==> src/rtl/chgsup_pkg.sv <==
// Package for the charge safety supervisor: constants, encodings and carriers
package chgsup_pkg;

   // Register byte addresses (byte address = index * 4)
   localparam logic [7:0] ADDR_CFG_THERM  = 8'h00;
   localparam logic [7:0] ADDR_CFG_TIMER  = 8'h04;
   localparam logic [7:0] ADDR_CFG_SYS    = 8'h08;
   localparam logic [7:0] ADDR_STATUS     = 8'h0C;
   localparam logic [7:0] ADDR_OUTPUTS    = 8'h10;

   // Thermal config field positions
   localparam int WARM_VSEL_BIT   = 0;
   localparam int WARM_ISEL_LSB   = 1;
   localparam int COOL_ISEL_BIT   = 3;
   localparam int COOL_ALLOW_BIT  = 4;
   localparam int COOL_VSEL_BIT   = 5;
   localparam int COOL_BND_LSB    = 6;
   localparam int WARM_BND_LSB    = 8;
   // Timer / control config field positions
   localparam int TMR_EN_BIT      = 0;
   localparam int LONG_SEL_BIT    = 1;
   localparam int SLOW_ALLOW_BIT  = 2;
   localparam int CHG_ALLOW_BIT   = 3;
   localparam int SW_OFF_BIT      = 4;
   localparam int SW_DLY_BIT      = 5;
   localparam int FLOOR_LSB       = 0;

   localparam logic [9:0]  THERM_RESET   = 10'h1C2;
   localparam logic [5:0]  TIMER_RESET   = 6'h0F;
   localparam logic [2:0]  FLOOR_RESET   = 3'h5;   // 3.5V code

   // Voltage scale: millivolts
   localparam logic [12:0] WARM_COOL_VMAX_MV = 13'd4100;

   // Current scale codes (percent)
   localparam logic [6:0]  PCT_FULL = 7'd100;
   localparam logic [6:0]  PCT_HALF = 7'd50;
   localparam logic [6:0]  PCT_FIFTH = 7'd20;
   localparam logic [6:0]  PCT_NONE = 7'd0;

   // Fault codes
   localparam logic [1:0]  CHG_FAULT_TIMER = 2'h3;
   localparam logic [1:0]  CHG_FAULT_NONE  = 2'h0;
   localparam logic [2:0]  NTC_NORMAL      = 3'h0;
   localparam logic [2:0]  NTC_BOOST_COLD  = 3'h5;
   localparam logic [2:0]  NTC_BOOST_HOT   = 3'h6;
   localparam logic [2:0]  SRC_NONE        = 3'h0;
   localparam logic [2:0]  SRC_BOOST       = 3'h7;

   // Timing
   localparam longint CLK_HZ          = 200_000_000;
   localparam longint SEC_SHORT_LIMIT = 2 * 3600;
   localparam longint SEC_LONG_LIMIT  = 16 * 3600;
   localparam longint SEC_MID_LIMIT   = 7 * 3600;
   localparam longint SHIP_DLY_SEC    = 12;
   localparam longint IRQ_PULSE_NS    = 256_000;
   localparam longint IRQ_PULSE_CYC   = (IRQ_PULSE_NS * CLK_HZ) / 1_000_000_000;

   typedef enum logic [2:0] {
      ZONE_COLD   = 3'b000,
      ZONE_COOL   = 3'b001,
      ZONE_NORMAL = 3'b010,
      ZONE_WARM   = 3'b011,
      ZONE_HOT    = 3'b100
   } chgsup_zone_t;

   // Thermistor comparator outputs (1 = sense voltage above that threshold)
   typedef struct packed {
      logic       aboveCold;      // Colder than T1
      logic [3:0] aboveCool;      // Per cool boundary option
      logic [3:0] aboveWarm;      // Per warm boundary option
      logic       aboveHot;       // Still cooler than T4
      logic       boostCold;
      logic       boostHot;
   } chgsup_therm_t;

   // Analog loop status inputs
   typedef struct packed {
      logic inCurLimit;
      logic inVoltLimit;
      logic thermalReg;
      logic floorReg;
      logic sysBelowBat45;
      logic batDepleted;
      logic batAboveLow;
      logic batBelowTarget;
      logic boostMode;
      logic restart;
   } chgsup_loop_t;

   // Charge control outputs
   typedef struct packed {
      logic        chargeOn;
      logic [12:0] voltTargetMv;
      logic [6:0]  currentPct;
      logic        inputLimitCut;
      logic        boostOn;
      logic        switchOn;
      logic        supplement;
   } chgsup_ctrl_t;

endpackage

==> src/rtl/chgsup_top.sv <==
// Charge safety supervisor: thermal zones, safety timer, regulation flags, battery switch
//
// Overview of operation
// - Start a charge cycle only while the thermistor reading sits inside cold-hot window
// - Leaving the window during charge suspends with zero current until it returns
// - Warm zone voltage: lower of target and 4.1V if select 0, else target
// - Warm zone current scales to 0, 20, 50 or 100 percent by two-bit select
// - Cool zone current 50 or 20 percent when allowed, otherwise zero
// - Cool zone voltage: full target if select 0, else lower of target and 4.1V
// - Cool and warm boundaries are chosen by two separate two-bit fields
// - Boost out of window suspends boost, source status 000, fault code cold/hot
// - Timer expiry stops charging, sets charge fault 11 and pulses the interrupt
// - Limit 2h below low-battery, 16h above, 7h if long select cleared; enable
// - Timer runs half rate in input, cool or thermal regulation unless disallowed
// - Timer holds while a fault suspends charge and continues afterwards
// - Timer resets on restart or toggling of enable pin or allow bit
// - Three-bit system floor select, reset value means 3.5V
// - Floor regulation flag follows minimum system regulation
// - Input current and voltage limit flags follow their regulation loops
// - Either input limit reached cuts charge current
// - System 45mV below battery turns battery switch on, supplement mode
// - Battery below depletion turns switch off, leaving supplement mode
// - Switch off bit opens switch at once, or after 12 s with delay bit
// - Each interrupt is one active-low 256us pulse
`timescale 1ns/10ps
module chgsup_top
   import chgsup_pkg::*;
#(
   parameter longint TICK_CYCLES = CLK_HZ,   // Cycles per timer second
   parameter int     TMR_WIDTH   = 48
) (
   input  wire logic                    clk_sys,
   input  wire logic                    sys_rst,
   input  wire logic [7:0]              regAddr,
   input  wire logic [15:0]             regWrData,
   input  wire logic                    regWrStb,
   input  wire logic                    regRdStb,
   output logic [15:0]                  regRdData,
   input  wire logic [12:0]             chargeVoltageTarget,
   input  wire logic                    chargeEnablePin_n,
   input  wire chgsup_pkg::chgsup_therm_t thermistorSense,
   input  wire chgsup_pkg::chgsup_loop_t  loopStatus,
   output chgsup_pkg::chgsup_ctrl_t     chargeCtrl,
   output logic                         hostIrqPulse_n
);
   import chgsup_pkg::*;

   localparam longint SHIP_DLY_CYC = SHIP_DLY_SEC * TICK_CYCLES;

   initial begin
      if (TICK_CYCLES < 2 || TMR_WIDTH < 20 || TMR_WIDTH > 62)
         $error("chgsup_top: unsupported parameter values");
   end

   // Configuration registers
   logic [9:0]   thermCfg_q;
   logic [5:0]   timerCfg_q;
   logic [2:0]   floorSel_q;

   always_ff @(posedge clk_sys or posedge sys_rst) begin
      if (sys_rst) begin
         thermCfg_q <= THERM_RESET;
         timerCfg_q <= TIMER_RESET;
         floorSel_q <= FLOOR_RESET;
      end else if (regWrStb) begin
         case (regAddr)
            ADDR_CFG_THERM: thermCfg_q <= regWrData[9:0];
            ADDR_CFG_TIMER: timerCfg_q <= regWrData[5:0];
            ADDR_CFG_SYS:   floorSel_q <= regWrData[FLOOR_LSB +: 3];
            default: ;
         endcase
      end
   end

   chgsup_therm_t thermMeta_q;
   chgsup_therm_t thermSync_q;
   always_ff @(posedge clk_sys or posedge sys_rst) begin
      if (sys_rst) begin
         thermMeta_q <= '0;
         thermSync_q <= '0;
      end else begin
         thermMeta_q <= thermistorSense;
         thermSync_q <= thermMeta_q;
      end
   end

   chgsup_zone_t zone_q;
   logic coolEdge;
   logic warmEdge;
   assign coolEdge = thermSync_q.aboveCool[thermCfg_q[COOL_BND_LSB +: 2]];
   assign warmEdge = thermSync_q.aboveWarm[thermCfg_q[WARM_BND_LSB +: 2]];

   always_ff @(posedge clk_sys or posedge sys_rst) begin
      if (sys_rst)
         zone_q <= ZONE_COLD;
      else if (thermSync_q.aboveCold)
         zone_q <= ZONE_COLD;
      else if (!thermSync_q.aboveHot)
         zone_q <= ZONE_HOT;
      else if (coolEdge)
         zone_q <= ZONE_COOL;
      else if (!warmEdge)
         zone_q <= ZONE_WARM;
      else
         zone_q <= ZONE_NORMAL;
   end

   logic inWindow;
   assign inWindow = (zone_q != ZONE_COLD) && (zone_q != ZONE_HOT);

   // Charge enable and toggle detection
   logic chgAllow;
   logic chgEnable;
   logic chgEnablePrev_q;
   logic swOffBit;
   assign chgAllow  = timerCfg_q[CHG_ALLOW_BIT];
   assign swOffBit  = timerCfg_q[SW_OFF_BIT];
   assign chgEnable = chgAllow && !chargeEnablePin_n;

   always_ff @(posedge clk_sys or posedge sys_rst) begin
      if (sys_rst)
         chgEnablePrev_q <= 1'b0;
      else
         chgEnablePrev_q <= chgEnable;
   end

   // Charge session state
   logic cycleActive_q;
   logic timerFault_q;
   logic restartCycle;
   assign restartCycle = loopStatus.restart || (chgEnable != chgEnablePrev_q);

   always_ff @(posedge clk_sys or posedge sys_rst) begin
      if (sys_rst)
         cycleActive_q <= 1'b0;
      else if (!chgEnable || restartCycle || timerFault_q || swOffBit)
         cycleActive_q <= 1'b0;
      else if (!cycleActive_q && inWindow && loopStatus.batBelowTarget && !loopStatus.boostMode)
         cycleActive_q <= 1'b1;
   end

   logic chargeRun;
   logic coolBlocked;
   assign coolBlocked = (zone_q == ZONE_COOL) && !thermCfg_q[COOL_ALLOW_BIT];
   assign chargeRun   = cycleActive_q && inWindow && !timerFault_q;

   // Safety timer
   logic [TMR_WIDTH-1:0] tickCnt_q;
   logic [TMR_WIDTH-1:0] elapsed_q;
   logic [TMR_WIDTH-1:0] limitSec;
   logic                 halfPhase_q;
   logic                 slowCount;
   logic                 timerRun;
   logic                 reachedLow_q;

   always_ff @(posedge clk_sys or posedge sys_rst) begin
      if (sys_rst)
         reachedLow_q <= 1'b0;
      else if (restartCycle)
         reachedLow_q <= 1'b0;
      else if (chargeRun && loopStatus.batAboveLow)
         reachedLow_q <= 1'b1;
   end

   always_comb begin
      if (!reachedLow_q)
         limitSec = TMR_WIDTH'(SEC_SHORT_LIMIT);
      else if (timerCfg_q[LONG_SEL_BIT])
         limitSec = TMR_WIDTH'(SEC_LONG_LIMIT);
      else
         limitSec = TMR_WIDTH'(SEC_MID_LIMIT);
   end

   assign slowCount = timerCfg_q[SLOW_ALLOW_BIT] && (loopStatus.inCurLimit || loopStatus.inVoltLimit
                      || loopStatus.thermalReg || zone_q == ZONE_COOL);
   // counting only while charging is not suspended
   assign timerRun = chargeRun && !coolBlocked && timerCfg_q[TMR_EN_BIT];

   logic timerExpire;
   assign timerExpire = timerRun && (elapsed_q >= limitSec);

   always_ff @(posedge clk_sys or posedge sys_rst) begin
      if (sys_rst) begin
         tickCnt_q   <= '0;
         elapsed_q   <= '0;
         halfPhase_q <= 1'b0;
      end else if (restartCycle || !timerCfg_q[TMR_EN_BIT]) begin
         tickCnt_q   <= '0;
         elapsed_q   <= '0;
         halfPhase_q <= 1'b0;
      end else if (timerRun) begin
         if (tickCnt_q == TMR_WIDTH'(TICK_CYCLES - 1)) begin
            tickCnt_q <= '0;
            // count every second tick when slowed
            if (!slowCount || halfPhase_q)
               elapsed_q <= elapsed_q + 1'b1;
            halfPhase_q <= slowCount ? !halfPhase_q : 1'b0;
         end else begin
            tickCnt_q <= tickCnt_q + 1'b1;
         end
      end
   end

   logic [1:0] chgFault_q;
   always_ff @(posedge clk_sys or posedge sys_rst) begin
      if (sys_rst) begin
         timerFault_q <= 1'b0;
         chgFault_q   <= CHG_FAULT_NONE;
      end else if (timerExpire) begin
         timerFault_q <= 1'b1;
         chgFault_q   <= CHG_FAULT_TIMER;
      end else if (restartCycle) begin
         timerFault_q <= 1'b0;
         chgFault_q   <= CHG_FAULT_NONE;
      end
   end

   logic [2:0] ntcFault_q;
   logic [2:0] srcStatus_q;
   logic       boostOn_q;
   always_ff @(posedge clk_sys or posedge sys_rst) begin
      if (sys_rst) begin
         ntcFault_q  <= NTC_NORMAL;
         srcStatus_q <= SRC_NONE;
         boostOn_q   <= 1'b0;
      end else if (!loopStatus.boostMode) begin
         ntcFault_q  <= NTC_NORMAL;
         srcStatus_q <= SRC_NONE;
         boostOn_q   <= 1'b0;
      end else if (thermSync_q.boostCold) begin
         ntcFault_q  <= NTC_BOOST_COLD;
         srcStatus_q <= SRC_NONE;
         boostOn_q   <= 1'b0;
      end else if (thermSync_q.boostHot) begin
         ntcFault_q  <= NTC_BOOST_HOT;
         srcStatus_q <= SRC_NONE;
         boostOn_q   <= 1'b0;
      end else begin
         ntcFault_q  <= NTC_NORMAL;
         srcStatus_q <= SRC_BOOST;
         boostOn_q   <= 1'b1;
      end
   end

   // Charge voltage and current targets
   logic [12:0] capVolt;
   assign capVolt = (chargeVoltageTarget < WARM_COOL_VMAX_MV) ? chargeVoltageTarget : WARM_COOL_VMAX_MV;

   chgsup_ctrl_t ctrl_q;
   always_ff @(posedge clk_sys or posedge sys_rst) begin
      if (sys_rst) begin
         ctrl_q <= '0;
      end else begin
         ctrl_q.chargeOn      <= chargeRun && !coolBlocked;
         ctrl_q.voltTargetMv  <= chargeVoltageTarget;
         ctrl_q.currentPct    <= chargeRun ? PCT_FULL : PCT_NONE;
         ctrl_q.inputLimitCut <= loopStatus.inCurLimit || loopStatus.inVoltLimit;
         ctrl_q.boostOn       <= boostOn_q;
         case (zone_q)
            ZONE_WARM: begin
               if (!thermCfg_q[WARM_VSEL_BIT])
                  ctrl_q.voltTargetMv <= capVolt;
               case (thermCfg_q[WARM_ISEL_LSB +: 2])
                  2'h0:    ctrl_q.currentPct <= PCT_NONE;
                  2'h1:    ctrl_q.currentPct <= chargeRun ? PCT_FIFTH : PCT_NONE;
                  2'h2:    ctrl_q.currentPct <= chargeRun ? PCT_HALF : PCT_NONE;
                  default: ctrl_q.currentPct <= chargeRun ? PCT_FULL : PCT_NONE;
               endcase
            end
            ZONE_COOL: begin
               if (thermCfg_q[COOL_VSEL_BIT])
                  ctrl_q.voltTargetMv <= capVolt;
               if (!thermCfg_q[COOL_ALLOW_BIT] || !chargeRun)
                  ctrl_q.currentPct <= PCT_NONE;
               else
                  ctrl_q.currentPct <= thermCfg_q[COOL_ISEL_BIT] ? PCT_FIFTH : PCT_HALF;
            end
            default: ;
         endcase
      end
   end

   // Battery switch and ship mode
   logic [TMR_WIDTH-1:0] shipCnt_q;
   logic                 shipOpen_q;
   logic                 switchOn_q;
   logic                 supplement_q;

   always_ff @(posedge clk_sys or posedge sys_rst) begin
      if (sys_rst) begin
         shipCnt_q  <= '0;
         shipOpen_q <= 1'b0;
      end else if (!swOffBit) begin
         shipCnt_q  <= '0;
         shipOpen_q <= 1'b0;
      end else if (!timerCfg_q[SW_DLY_BIT] || shipCnt_q == TMR_WIDTH'(SHIP_DLY_CYC - 1)) begin
         shipOpen_q <= 1'b1;
      end else if (!shipOpen_q) begin
         shipCnt_q <= shipCnt_q + 1'b1;
      end
   end

   always_ff @(posedge clk_sys or posedge sys_rst) begin
      if (sys_rst) begin
         switchOn_q   <= 1'b0;
         supplement_q <= 1'b0;
      end else if (shipOpen_q || loopStatus.batDepleted) begin
         switchOn_q   <= 1'b0;
         supplement_q <= 1'b0;
      end else if (loopStatus.sysBelowBat45) begin
         switchOn_q   <= 1'b1;
         supplement_q <= 1'b1;
      end else begin
         switchOn_q   <= chargeRun;
         supplement_q <= 1'b0;
      end
   end

   assign chargeCtrl = '{chargeOn: ctrl_q.chargeOn, voltTargetMv: ctrl_q.voltTargetMv,
                         currentPct: ctrl_q.currentPct, inputLimitCut: ctrl_q.inputLimitCut,
                         boostOn: ctrl_q.boostOn, switchOn: switchOn_q, supplement: supplement_q};

   localparam int IRQ_W = $clog2(IRQ_PULSE_CYC + 1);
   logic [IRQ_W-1:0] irqCnt_q;
   always_ff @(posedge clk_sys or posedge sys_rst) begin
      if (sys_rst) begin
         irqCnt_q       <= '0;
         hostIrqPulse_n <= 1'b1;
      end else if (timerExpire && !timerFault_q) begin
         irqCnt_q       <= IRQ_W'(IRQ_PULSE_CYC - 1);
         hostIrqPulse_n <= 1'b0;
      end else if (irqCnt_q != '0) begin
         irqCnt_q <= irqCnt_q - 1'b1;
      end else begin
         hostIrqPulse_n <= 1'b1;
      end
   end

   // Status flags and readback
   logic [2:0] statusFlags_q;
   always_ff @(posedge clk_sys or posedge sys_rst) begin
      if (sys_rst)
         statusFlags_q <= '0;
      else
         statusFlags_q <= {loopStatus.floorReg, loopStatus.inCurLimit, loopStatus.inVoltLimit};
   end

   always_ff @(posedge clk_sys or posedge sys_rst) begin
      if (sys_rst) begin
         regRdData <= '0;
      end else if (regRdStb) begin
         case (regAddr)
            ADDR_CFG_THERM: regRdData <= {6'h00, thermCfg_q};
            ADDR_CFG_TIMER: regRdData <= {10'h000, timerCfg_q};
            ADDR_CFG_SYS:   regRdData <= {13'h0000, floorSel_q};
            ADDR_STATUS:    regRdData <= {zone_q, statusFlags_q, chgFault_q, ntcFault_q, srcStatus_q, cycleActive_q,
                                          1'b0};
            ADDR_OUTPUTS:   regRdData <= {switchOn_q, supplement_q, shipOpen_q, 13'h0000};
            default:        regRdData <= '0;
         endcase
      end else begin
         regRdData <= '0;
      end
   end

endmodule

==> config.mk <==
export PLATFORM = sky130hd
export DESIGN_NAME = chgsup_top
export DESIGN_NICKNAME = d
export VERILOG_FILES = /design/src/rtl/chgsup_pkg.sv /design/src/rtl/chgsup_top.sv
export SDC_FILE = /design/constraint.sdc
export NUM_CORES = 1
export LEC_CHECK = 0
export BUFFER_PORTS_ARGS = -buffer_cell sky130_fd_sc_hd__buf_2
export CAP_MARGIN = 0
export CORE_ASPECT_RATIO = 0.6
export CORE_MARGIN = 5
export CORE_UTILIZATION = 60
export DETAILED_ROUTE_END_ITERATION = 10
export GPL_ROUTABILITY_DRIVEN = 0
export PLACE_DENSITY = 0.8
export REMOVE_ABC_BUFFERS = 1
export SYNTH_ARGS = -nofsm -noshare
export SYNTH_HDL_FRONTEND = slang
export SYNTH_SLANG_ARGS = --single-unit
==> constraint.sdc <==
create_clock -name clk_sys -period 10.4 [get_ports clk_sys]
set_input_delay 2.6 -clock clk_sys [delete_from_list [all_inputs] [get_ports clk_sys]]
set_output_delay 2.6 -clock clk_sys [all_outputs]
set_load 0.01 [all_outputs]
==> results by group, run 1 <==
Timing
  • Worst-margin pin slew: 1230 ps
  • RSZ-0062 raised after global routing: no
  • Final critical-path share of the clock period: 0.500
  • Final setup vio count: 0
  • Max-Slew Margin vs Limit: 0.179
  • WHS: 348 ps
  • Clock skew: 11.0 ps
  • Achievable Freq: 192 MHz
  • Period minus WS final: 5200 ps
  • Final Hold Vio Count: 0
  • Setup TNS: 0 ps
  • Max-slew violations: 0

Power and ir drop
  • Pwr dens: 149 nW/um^2
  • P_leak: 5.96 nW
  • Worst vdd ir: 0.112 mV
  • Comb pwr share: 0.034
  • Int Pwr: 1.64 mW
  • Sw Share: 0.208
  • NetSw: 0.431 mW
  • Clock power frac: 0.468
  • Flop pwr share: 0.498

Worst setup path
  • Crit path largest cell delay: 960 ps
  • Reg-to-Reg End: elapsed_q[27]
  • Worst-path cell chain: buf_2 > or2_2 > o31ai_1 > nand2_1 > or4_1 > or4_1 > a21oi_1
  • Worst r2r src: tickCnt_q[0]
  • CP top delay family: simple AND/OR/NAND/NOR gates
  • R2R depth: 7
  • CP Class: input port to register
  • CP required: 10830 ps
  • CP Capture Point: elapsed_q[27]
  • CP Launch Point: loopStatus[8]
  • Crit path max-delay cell type: or4_1
  • Crit-path max FO: 34
  • CP Launch Type: input port
  • Reg2Reg Setup Slack: 6420 ps
  • Crit end category: register
  • WP data arrival: 5640 ps
  • Most Frequent Cell on Critical Path: or4_1
  • Crit path depth: 7
  • Buffers & Inverters on Critical Path: 1

Routing
  • ANT nets after route: 0
  • Via count: 9571
  • Routed wire length: 27800 um
  • Iteration count of the initial detailed-routing pass: 5
  • DRC errors left: 0
  • WL per Instance: 17.5 um
  • Vias/cell: 6.02
  • Number of DRC markers in iteration 0: 746

Global route
  • GRT overflow: 0
  • Vias in the first global route: 9141
  • Pin count of the biggest net entering global routing: 108
  • Global router's overall resource usage: 0.236
  • Initial antenna violation count: 3
  • Global-route wire length before repair: 46400 um

CTS
  • Clk buf depth: 3
  • Total CTS buffers: 23
  • CTS HTree Levels: 1
  • CTS sink cnt: 259
  • Worst skew pair latency: 520 ps
  • Cts hold-fix bufs: 0
  • CTS clock-pin slew for the worst setup and hold paths: 70 ps
  • Clock Tree Root: clkbuf_16
  • CTS tree: yes
  • Setup repair bufs after CTS: 0
  • CTS resizes: 0

Layout
  • Most frequent cells in the layout: dfrtp_1, nor2_1, nand2_1, buf_2, nand3_1
  • Multi-input logic area: 5490 sq um
  • FF/Latch Area: 6490 sq um
  • Fin nets: 1378
  • Share of layout cells above drive strength 1: 0.144
  • Final core utilization: 0.693
  • Most common cell after layout, fill and taps aside: dfrtp_1
  • Fillers: 1475
  • Area delta synth->final: 13.2%

Logic synthesis
  • Main flop type after synthesis: dfrtp_1
  • Mapped cell area: 12300 sq um
  • Synth warn: 0
  • Post-synth cell types: 57
  • Post-synth top area cell: dfrtp_1
  • Asr flop ratio synth: 1.00
  • Post-synth EDFFs: 0
  • Post-Synthesis Cells: 1212
  • Register area share after synthesis: 0.530
  • Yosys top cell area share: 0.506
  • Synth area leaders: dfrtp_1, xor2_1, nor2_1
  • Avg Cell Area, Syn: 10.1 sq um
  • Synthesis-stage register bit count: 259

Worst hold path
  • Hold WC Path Type: register to register

Placed design
  • Post-DP HPWL: 19000 um
  • Port Buffers: 97

Floorplan
  • Die width: 195 um
  • Initial Utilization: 0.612
  • Placeable Area: 20000 sq um
  • Die height: 121 um
  • Top Ports: 106
  • Die ar.: 23500 sq um
  • Site Rows: 40

Flow run
  • MaxCap Viol Count: 0

Outcome
  • Status: completed
## power by group through the flow
stage,combinational (mW),sequential [mW],clock [mW]
finish,0.0702,1.03,0.968
floorplan,0.0363,1.05,0
CTS,0.0721,1.03,0.982
detailed placement,0.0714,1.05,0
global placement,0.0703,1.05,0
global route,0.0798,1.03,1.02
## worst min-delay path by stage
stage,startpoint,end,cells past startpoint
2_1_floorplan,thermMeta_q[0],thermSync_q[0],0
3_3_place_gp,thermMeta_q[0],thermSync_q[0],0
3_5_place_dp,thermMeta_q[0],thermSync_q[0],0
4_1_cts,thermMeta_q[0],thermSync_q[0],0
5_1_grt,thermMeta_q[3],thermSync_q[3],0
6_report,thermMeta_q[11],thermSync_q[11],0
## per-stage QoR
step	total power, mW	setup WS, ps	cell area [sq um]	std cells
after floorplan	1.09	691	12100	1166
after global placement	1.12	4790	13000	1546
after detailed placement	1.12	4740	13000	1546
after CTS	2.09	5250	13900	1588
after global routing	2.14	5010	13900	1589
final	2.07	5200	13900	1589
## cells in the mapped netlist (24+ instances only)
cell and instances:
clkbuf_1 36, nor2_1 135, dfrtp_1 248, and2_1 24
nand2_1 98, o21ai_0 29, nand4_1 47, a21oi_1 42
xnor2_1 56, nor4_1 45, xor2_1 61, or3_1 25
inv_1 29, nand3_1 77, nor3_1 31, and3_1 32
## worst reg2reg max path: stages, from the launching register on
cell and delay, ps:
dfrtp_1 390, ha_1 200, nand2_1 90, or4_1 500, or4_1 820, or4_1 1100
or4_1 650, a21oi_1 150
## cell type report
type                       count  area share
inverter                      29     0.00839
tap                          273      0.0246
timing repair buffer         107      0.0404
clock buffer                  31      0.0473
antenna                        1    0.000180
clock inverter                11      0.0153
multi-input combinational    878       0.396
sequential                   259       0.468
## metal layers
layer / up-vias / share of wire / wire length (um) / track usage
met1: 4754 / 0.49 / 13500 / 0.367
li1: 4465 / - / - / -
met3: 37 / 0.073 / 2020 / 0.0512
met4: 4 / 0.015 / 415 / 0.0435
met2: 311 / 0.43 / 11900 / 0.346
met5: - / 0.00083 / 23 / 0
## cell families after synthesis
logic type               synth area share
AND/OR/NAND/NOR                     0.256
AO/OA/AOI/OAI                      0.0535
flip-flops                          0.530
other                            0.000306
buffers and inverters              0.0248
XOR/XNOR                           0.0836
adder cells (fa/ha/maj)            0.0163
multiplexers                       0.0355
## state kept, by name, indices dropped and copies added, names as in the netlist, 3 cells and up
signal,count
timerCfg_q,6
regRdData,16
zone_q,3
thermCfg_q,10
ntcFault_q,3
thermSync_q,12
statusFlags_q,3
floorSel_q,3
tickCnt_q,48
irqCnt_q,16
chargeCtrl,21
shipCnt_q,48
thermMeta_q,12
elapsed_q,48
(Power assumes the default switching activity.)
==> run 2: changes to the inputs <==
Settings changed: CORE_UTILIZATION 60 to 54, PLACE_DENSITY 0.8 to 0.76.
Clock period 10.4 ns to 4.25 ns, I/O delays scaled along.
==> results by group, run 2 (same netlist as run 1, synthesis figures left out) <==
CTS
  • Cts hold-fix bufs: 0
  • CTS clock-pin slew for the worst setup and hold paths: 70 ps
  • Clock Tree Root: clkbuf_16
  • Setup repair bufs after CTS: 0
  • CTS resizes: 0
  • CTS sink cnt: 259
  • Worst skew pair latency: 540 ps
  • Total CTS buffers: 24
  • CTS HTree Levels: 1
  • Clk buf depth: 3
  • CTS tree: yes

Layout
  • Fin nets: 1389
  • Most common cell after layout, fill and taps aside: dfrtp_1
  • Most frequent cells in the layout: dfrtp_1, nor2_1, nand2_1, buf_2, nand3_1
  • Finished Layout Cells: 1635
  • Cell area after layout: 14000 sq um
  • Ant. Diodes: 0
  • Final core utilization: 0.632
  • Area delta synth->final: 14.4%
  • Share of layout cells above drive strength 1: 0.154
  • Largest regs: elapsed_q: 48 flops, shipCnt_q: 48 flops, tickCnt_q: 48 flops

Worst hold path
  • Hold path start: thermMeta_q[1]
  • Hold WC Path Type: register to register
  • Hold Path End: thermSync_q[1]
  • Worst hold path depth: 0

Worst setup path
  • Crit end category: register
  • Crit path max-delay cell type: or4_1
  • Reg2Reg Setup Slack: 660 ps
  • CP Class: register to register
  • Crit path largest cell delay: 740 ps
  • Reg-to-Reg End: elapsed_q[27]
  • CP required: 4710 ps
  • Most Frequent Cell on Critical Path: or4_1
  • CP Launch Type: register
  • CP Launch Point: tickCnt_q[0]
  • Worst r2r src: tickCnt_q[0]
  • Crit-path max FO: 34
  • WP data arrival: 4050 ps
  • Worst-path cell chain: ha_1 > nand2_1 > or4_1 > or4_1 > or4_1 > buf_4 > or4_1 > a21oi_1
  • R2R depth: 8

Routing
  • ANT nets after route: 0
  • DRC errors left: 0
  • Via count: 9446
  • Iteration count of the initial detailed-routing pass: 5
  • Vias/cell: 5.78
  • Routed wire length: 28600 um
  • Number of DRC markers in iteration 0: 756
  • WL per Instance: 17.5 um

Timing
  • PnR worst setup slack: 659 ps
  • Achievable Freq: 278 MHz
  • Max-slew violations: 0
  • Max-Slew Margin vs Limit: 0.120
  • Period minus WS final: 3590 ps
  • Clock skew: 14.0 ps
  • Final Hold Vio Count: 0
  • RSZ-0062 raised after global routing: no
  • Final setup vio count: 0
  • Setup TNS: 0 ps
  • WHS: 344 ps
  • Worst-margin pin slew: 1310 ps
  • Final critical-path share of the clock period: 0.845

Floorplan
  • Die height: 127 um
  • Top Ports: 106
  • Placeable Area: 22200 sq um
  • Die ar.: 25900 sq um
  • Die width: 204 um
  • Site Rows: 42
  • Initial Utilization: 0.553

Placed design
  • Port Buffers: 97
  • Placed cell areas: 13200 sq um
  • Post-Place Cells: 1591
  • Post-DP HPWL: 20100 um
  • DP Worst Slack: 523 ps

Power and ir drop
  • Clock power frac: 0.464
  • Sw Share: 0.222
  • Flop pwr share: 0.500
  • Worst vdd ir: 0.283 mV
  • Int Pwr: 3.93 mW
  • Total power: 5.05 mW
  • Comb pwr share: 0.036
  • NetSw: 1.12 mW
  • P_leak: 5.99 nW
  • Pwr dens: 360 nW/um^2

Outcome
  • Status: completed

Global route
  • Initial antenna violation count: 0
  • GRT overflow: 0
  • Pin count of the biggest net entering global routing: 98
  • Vias in the first global route: 8934
  • Global-route wire length before repair: 47100 um
  • Global router's overall resource usage: 0.220

Flow run
  • MaxCap Viol Count: 0
[run 2: cell count changes in the layout (fill, tap and decap cells not counted), sizes merged]
| cell | delta |
|---|---|
| diode | -1 |
| bufinv | -2 |
| clkinvlp | +6 |
| buf | +10 |
| inv | +1 |
| clkbuf | -1 |
| clkinv | -2 |
[run 2: final cells by class]
type	instances	area (sq um)
well taps	308	385
clock inverters	14	204
inverters	29	116
flip-flops and latches	259	6490
fillers	1803	8160
multi-input cells	878	5490
repair buffers	117	661
clock buffers	30	663
[run 2: power groups by stage]
stage | logic [mW] | clock network [mW] | registers [mW]
final | 0.184 | 2.34 | 2.52
after global routing | 0.206 | 2.49 | 2.53
after CTS | 0.188 | 2.38 | 2.52
after detailed placement | 0.187 | 0 | 2.57
after global placement | 0.183 | 0 | 2.57
after floorplan | 0.0889 | 0 | 2.57
[run 2: per-layer routing]
layer / up-vias / global-route usage / part of all wire
li1: 4497 / - / -
met1: 4662 / 0.359 / 0.50
met2: 258 / 0.304 / 0.42
met3: 29 / 0.0446 / 0.060
met4: 0 / 0.0429 / 0.015
met5: - / 0 / 0
[run 2: critical path: cells and delay by family (launching register included)]
| kind | cells | cell delay, ps |
|---|---|---|
| fa+ha+maj | 1 | 200 |
| flops | 1 | 390 |
| buf+inv | 1 | 240 |
| simple gates | 5 | 2500 |
| compound gates | 1 | 160 |
[run 2: worst max path at each step]
stage	end	slack (ps)
final	elapsed_q[27]	660
after global routing	elapsed_q[29]	520
after CTS	elapsed_q[29]	670
after detailed placement	elapsed_q[22]	520
after global placement	elapsed_q[22]	590
after floorplan	chargeCtrl[10]	-3920
==> run 3: changes to the inputs <==
Settings changed: CORE_UTILIZATION 54 to 60, PLACE_DENSITY 0.76 to 0.8.
Clock period 4.25 ns to 3.7 ns, I/O delays scaled along.
==> results by group, run 3 (same netlist as run 1, synthesis figures left out) <==
Placed design
  • Post-DP HPWL: 20000 um
  • Port Buffers: 97

Routing
  • WL per Instance: 18.0 um
  • Routed wire length: 28800 um
  • Via count: 9638
  • Iteration count of the initial detailed-routing pass: 5
  • Vias/cell: 6.01
  • DRC errors left: 0
  • ANT nets after route: 0
  • Number of DRC markers in iteration 0: 865

Global route
  • Vias in the first global route: 9304
  • Pin count of the biggest net entering global routing: 83
  • GRT overflow: 0
  • Global router's overall resource usage: 0.243
  • Met1 Use GR: 0.380
  • Met3 Use GR: 0.0501
  • Most Crowded Layer GR: met1
  • Grt met2 use: 0.356
  • Global-route wire length before repair: 47700 um
  • Initial antenna violation count: 1

Layout
  • Area delta synth->final: 14.1%
  • Share of layout cells above drive strength 1: 0.155
  • Most common cell after layout, fill and taps aside: dfrtp_1
  • Fillers: 1484
  • FF/Latch Area: 6490 sq um
  • Largest regs: elapsed_q: 48 flops, shipCnt_q: 48 flops, tickCnt_q: 48 flops
  • Most frequent cells in the layout: dfrtp_1, nor2_1, nand2_1, buf_2, nand3_1
  • Ant. Diodes: 0
  • Multi-input logic area: 5490 sq um
  • Fin nets: 1392
  • Final core utilization: 0.699

Power and ir drop
  • Comb pwr share: 0.036
  • Flop pwr share: 0.503
  • Sw Share: 0.216
  • Worst vdd ir: 0.310 mV
  • Int Pwr: 4.52 mW
  • NetSw: 1.24 mW
  • Pwr dens: 412 nW/um^2
  • P_leak: 6.03 nW
  • Clock power frac: 0.461

Floorplan
  • Die height: 121 um
  • Top Ports: 106
  • Placeable Area: 20000 sq um
  • Die ar.: 23500 sq um
  • Die width: 195 um
  • Initial Utilization: 0.612
  • Site Rows: 40

Worst setup path
  • Crit path max-delay cell type: or4_1
  • R2R depth: 7
  • CP top delay family: simple AND/OR/NAND/NOR gates
  • Most Frequent Cell on Critical Path: or4_1
  • CP Launch Point: tickCnt_q[29]
  • Reg-to-Reg End: elapsed_q[27]
  • Buffers & Inverters on Critical Path: 1
  • Worst r2r src: tickCnt_q[29]
  • CP Launch Type: register
  • Crit path largest cell delay: 750 ps
  • Worst-path cell chain: nor4_1 > nand4_1 > or4_1 > or4_1 > buf_4 > or4_1 > a21oi_1
  • Reg2Reg Setup Slack: 210 ps
  • Crit end category: register
  • CP required: 4150 ps
  • Crit-path max FO: 34
  • WP data arrival: 3940 ps
  • CP Class: register to register

CTS
  • Setup repair bufs after CTS: 0
  • Clk buf depth: 3
  • CTS clock-pin slew for the worst setup and hold paths: 60 ps
  • CTS sink cnt: 259
  • CTS HTree Levels: 1
  • Total CTS buffers: 24
  • Worst skew pair latency: 530 ps
  • Cts hold-fix bufs: 0
  • CTS resizes: 0
  • CTS tree: yes
  • Clock Tree Root: clkbuf_16

Flow run
  • MaxCap Viol Count: 0

Timing
  • Max-Slew Margin vs Limit: 0.150
  • RSZ-0062 raised after global routing: no
  • Achievable Freq: 286 MHz
  • Final Hold Vio Count: 0
  • Worst-margin pin slew: 1270 ps
  • Period minus WS final: 3490 ps
  • Max-slew violations: 0
  • Final critical-path share of the clock period: 0.944
  • Clock skew: 15.9 ps
  • Final setup vio count: 0
  • WHS: 348 ps

Worst hold path
  • Hold Path End: thermSync_q[3]
  • Hold path start: thermMeta_q[3]
  • Worst hold path depth: 0
  • Hold WC Path Type: register to register

Outcome
  • Status: completed
[run 3: cell count changes in the layout (fill, tap and decap cells not counted), sizes merged]
cell / previous run / this run
clkinv: 2 / 7
clkbuf: 30 / 31
clkinvlp: 6 / 2
buf: 117 / 120
inv: 31 / 29
[run 3: metrics by stage]
| stage | setup TNS [ps] | power, mW | cells | setup WS, ps | instance area (sq um) |
|---|---|---|---|---|---|
| after floorplan | -1100180 | 3.05 | 1166 | -4330 | 12100 |
| after global placement | 0 | 3.15 | 1559 | 355 | 13100 |
| after detailed placement | 0 | 3.16 | 1559 | 274 | 13100 |
| after CTS | 0 | 5.81 | 1603 | 244 | 14000 |
| after global routing | 0 | 5.95 | 1603 | 92.5 | 14000 |
| final | 0 | 5.77 | 1603 | 207 | 14000 |
[run 3: layout make-up]
cell class | instances | share of cell area
Sequential cell | 259 | 0.464
Clock buffer | 31 | 0.0484
Clock inverter | 13 | 0.0132
Tap cell | 273 | 0.0244
Timing Repair Buffer | 120 | 0.0489
Inverter | 29 | 0.00832
Multi-Input combinational cell | 878 | 0.392
[run 3: worst max path at each step]
stage / to / slack [ps] / cells after the start
after detailed placement: elapsed_q[27] / 270 / 7
after CTS: elapsed_q[27] / 240 / 7
after global placement: elapsed_q[38] / 360 / 7
final: elapsed_q[27] / 210 / 7
after global routing: elapsed_q[29] / 90 / 7
after floorplan: chargeCtrl[10] / -4330 / 1
[run 3: layer usage]
metal / vias to the layer above / wire length, um
met5: - / 7
met4: 2 / 498
met3: 54 / 2240
li1: 4481 / -
met2: 366 / 12300
met1: 4735 / 13700
[run 3: power groups by stage]
stage / Sequential (mW) / Clock [mW] / Combinational, mW
after global routing: 2.90 / 2.82 / 0.232
after detailed placement: 2.95 / 0 / 0.209
after global placement: 2.95 / 0 / 0.205
final: 2.90 / 2.66 / 0.207
after CTS: 2.90 / 2.70 / 0.211
after floorplan: 2.95 / 0 / 0.102
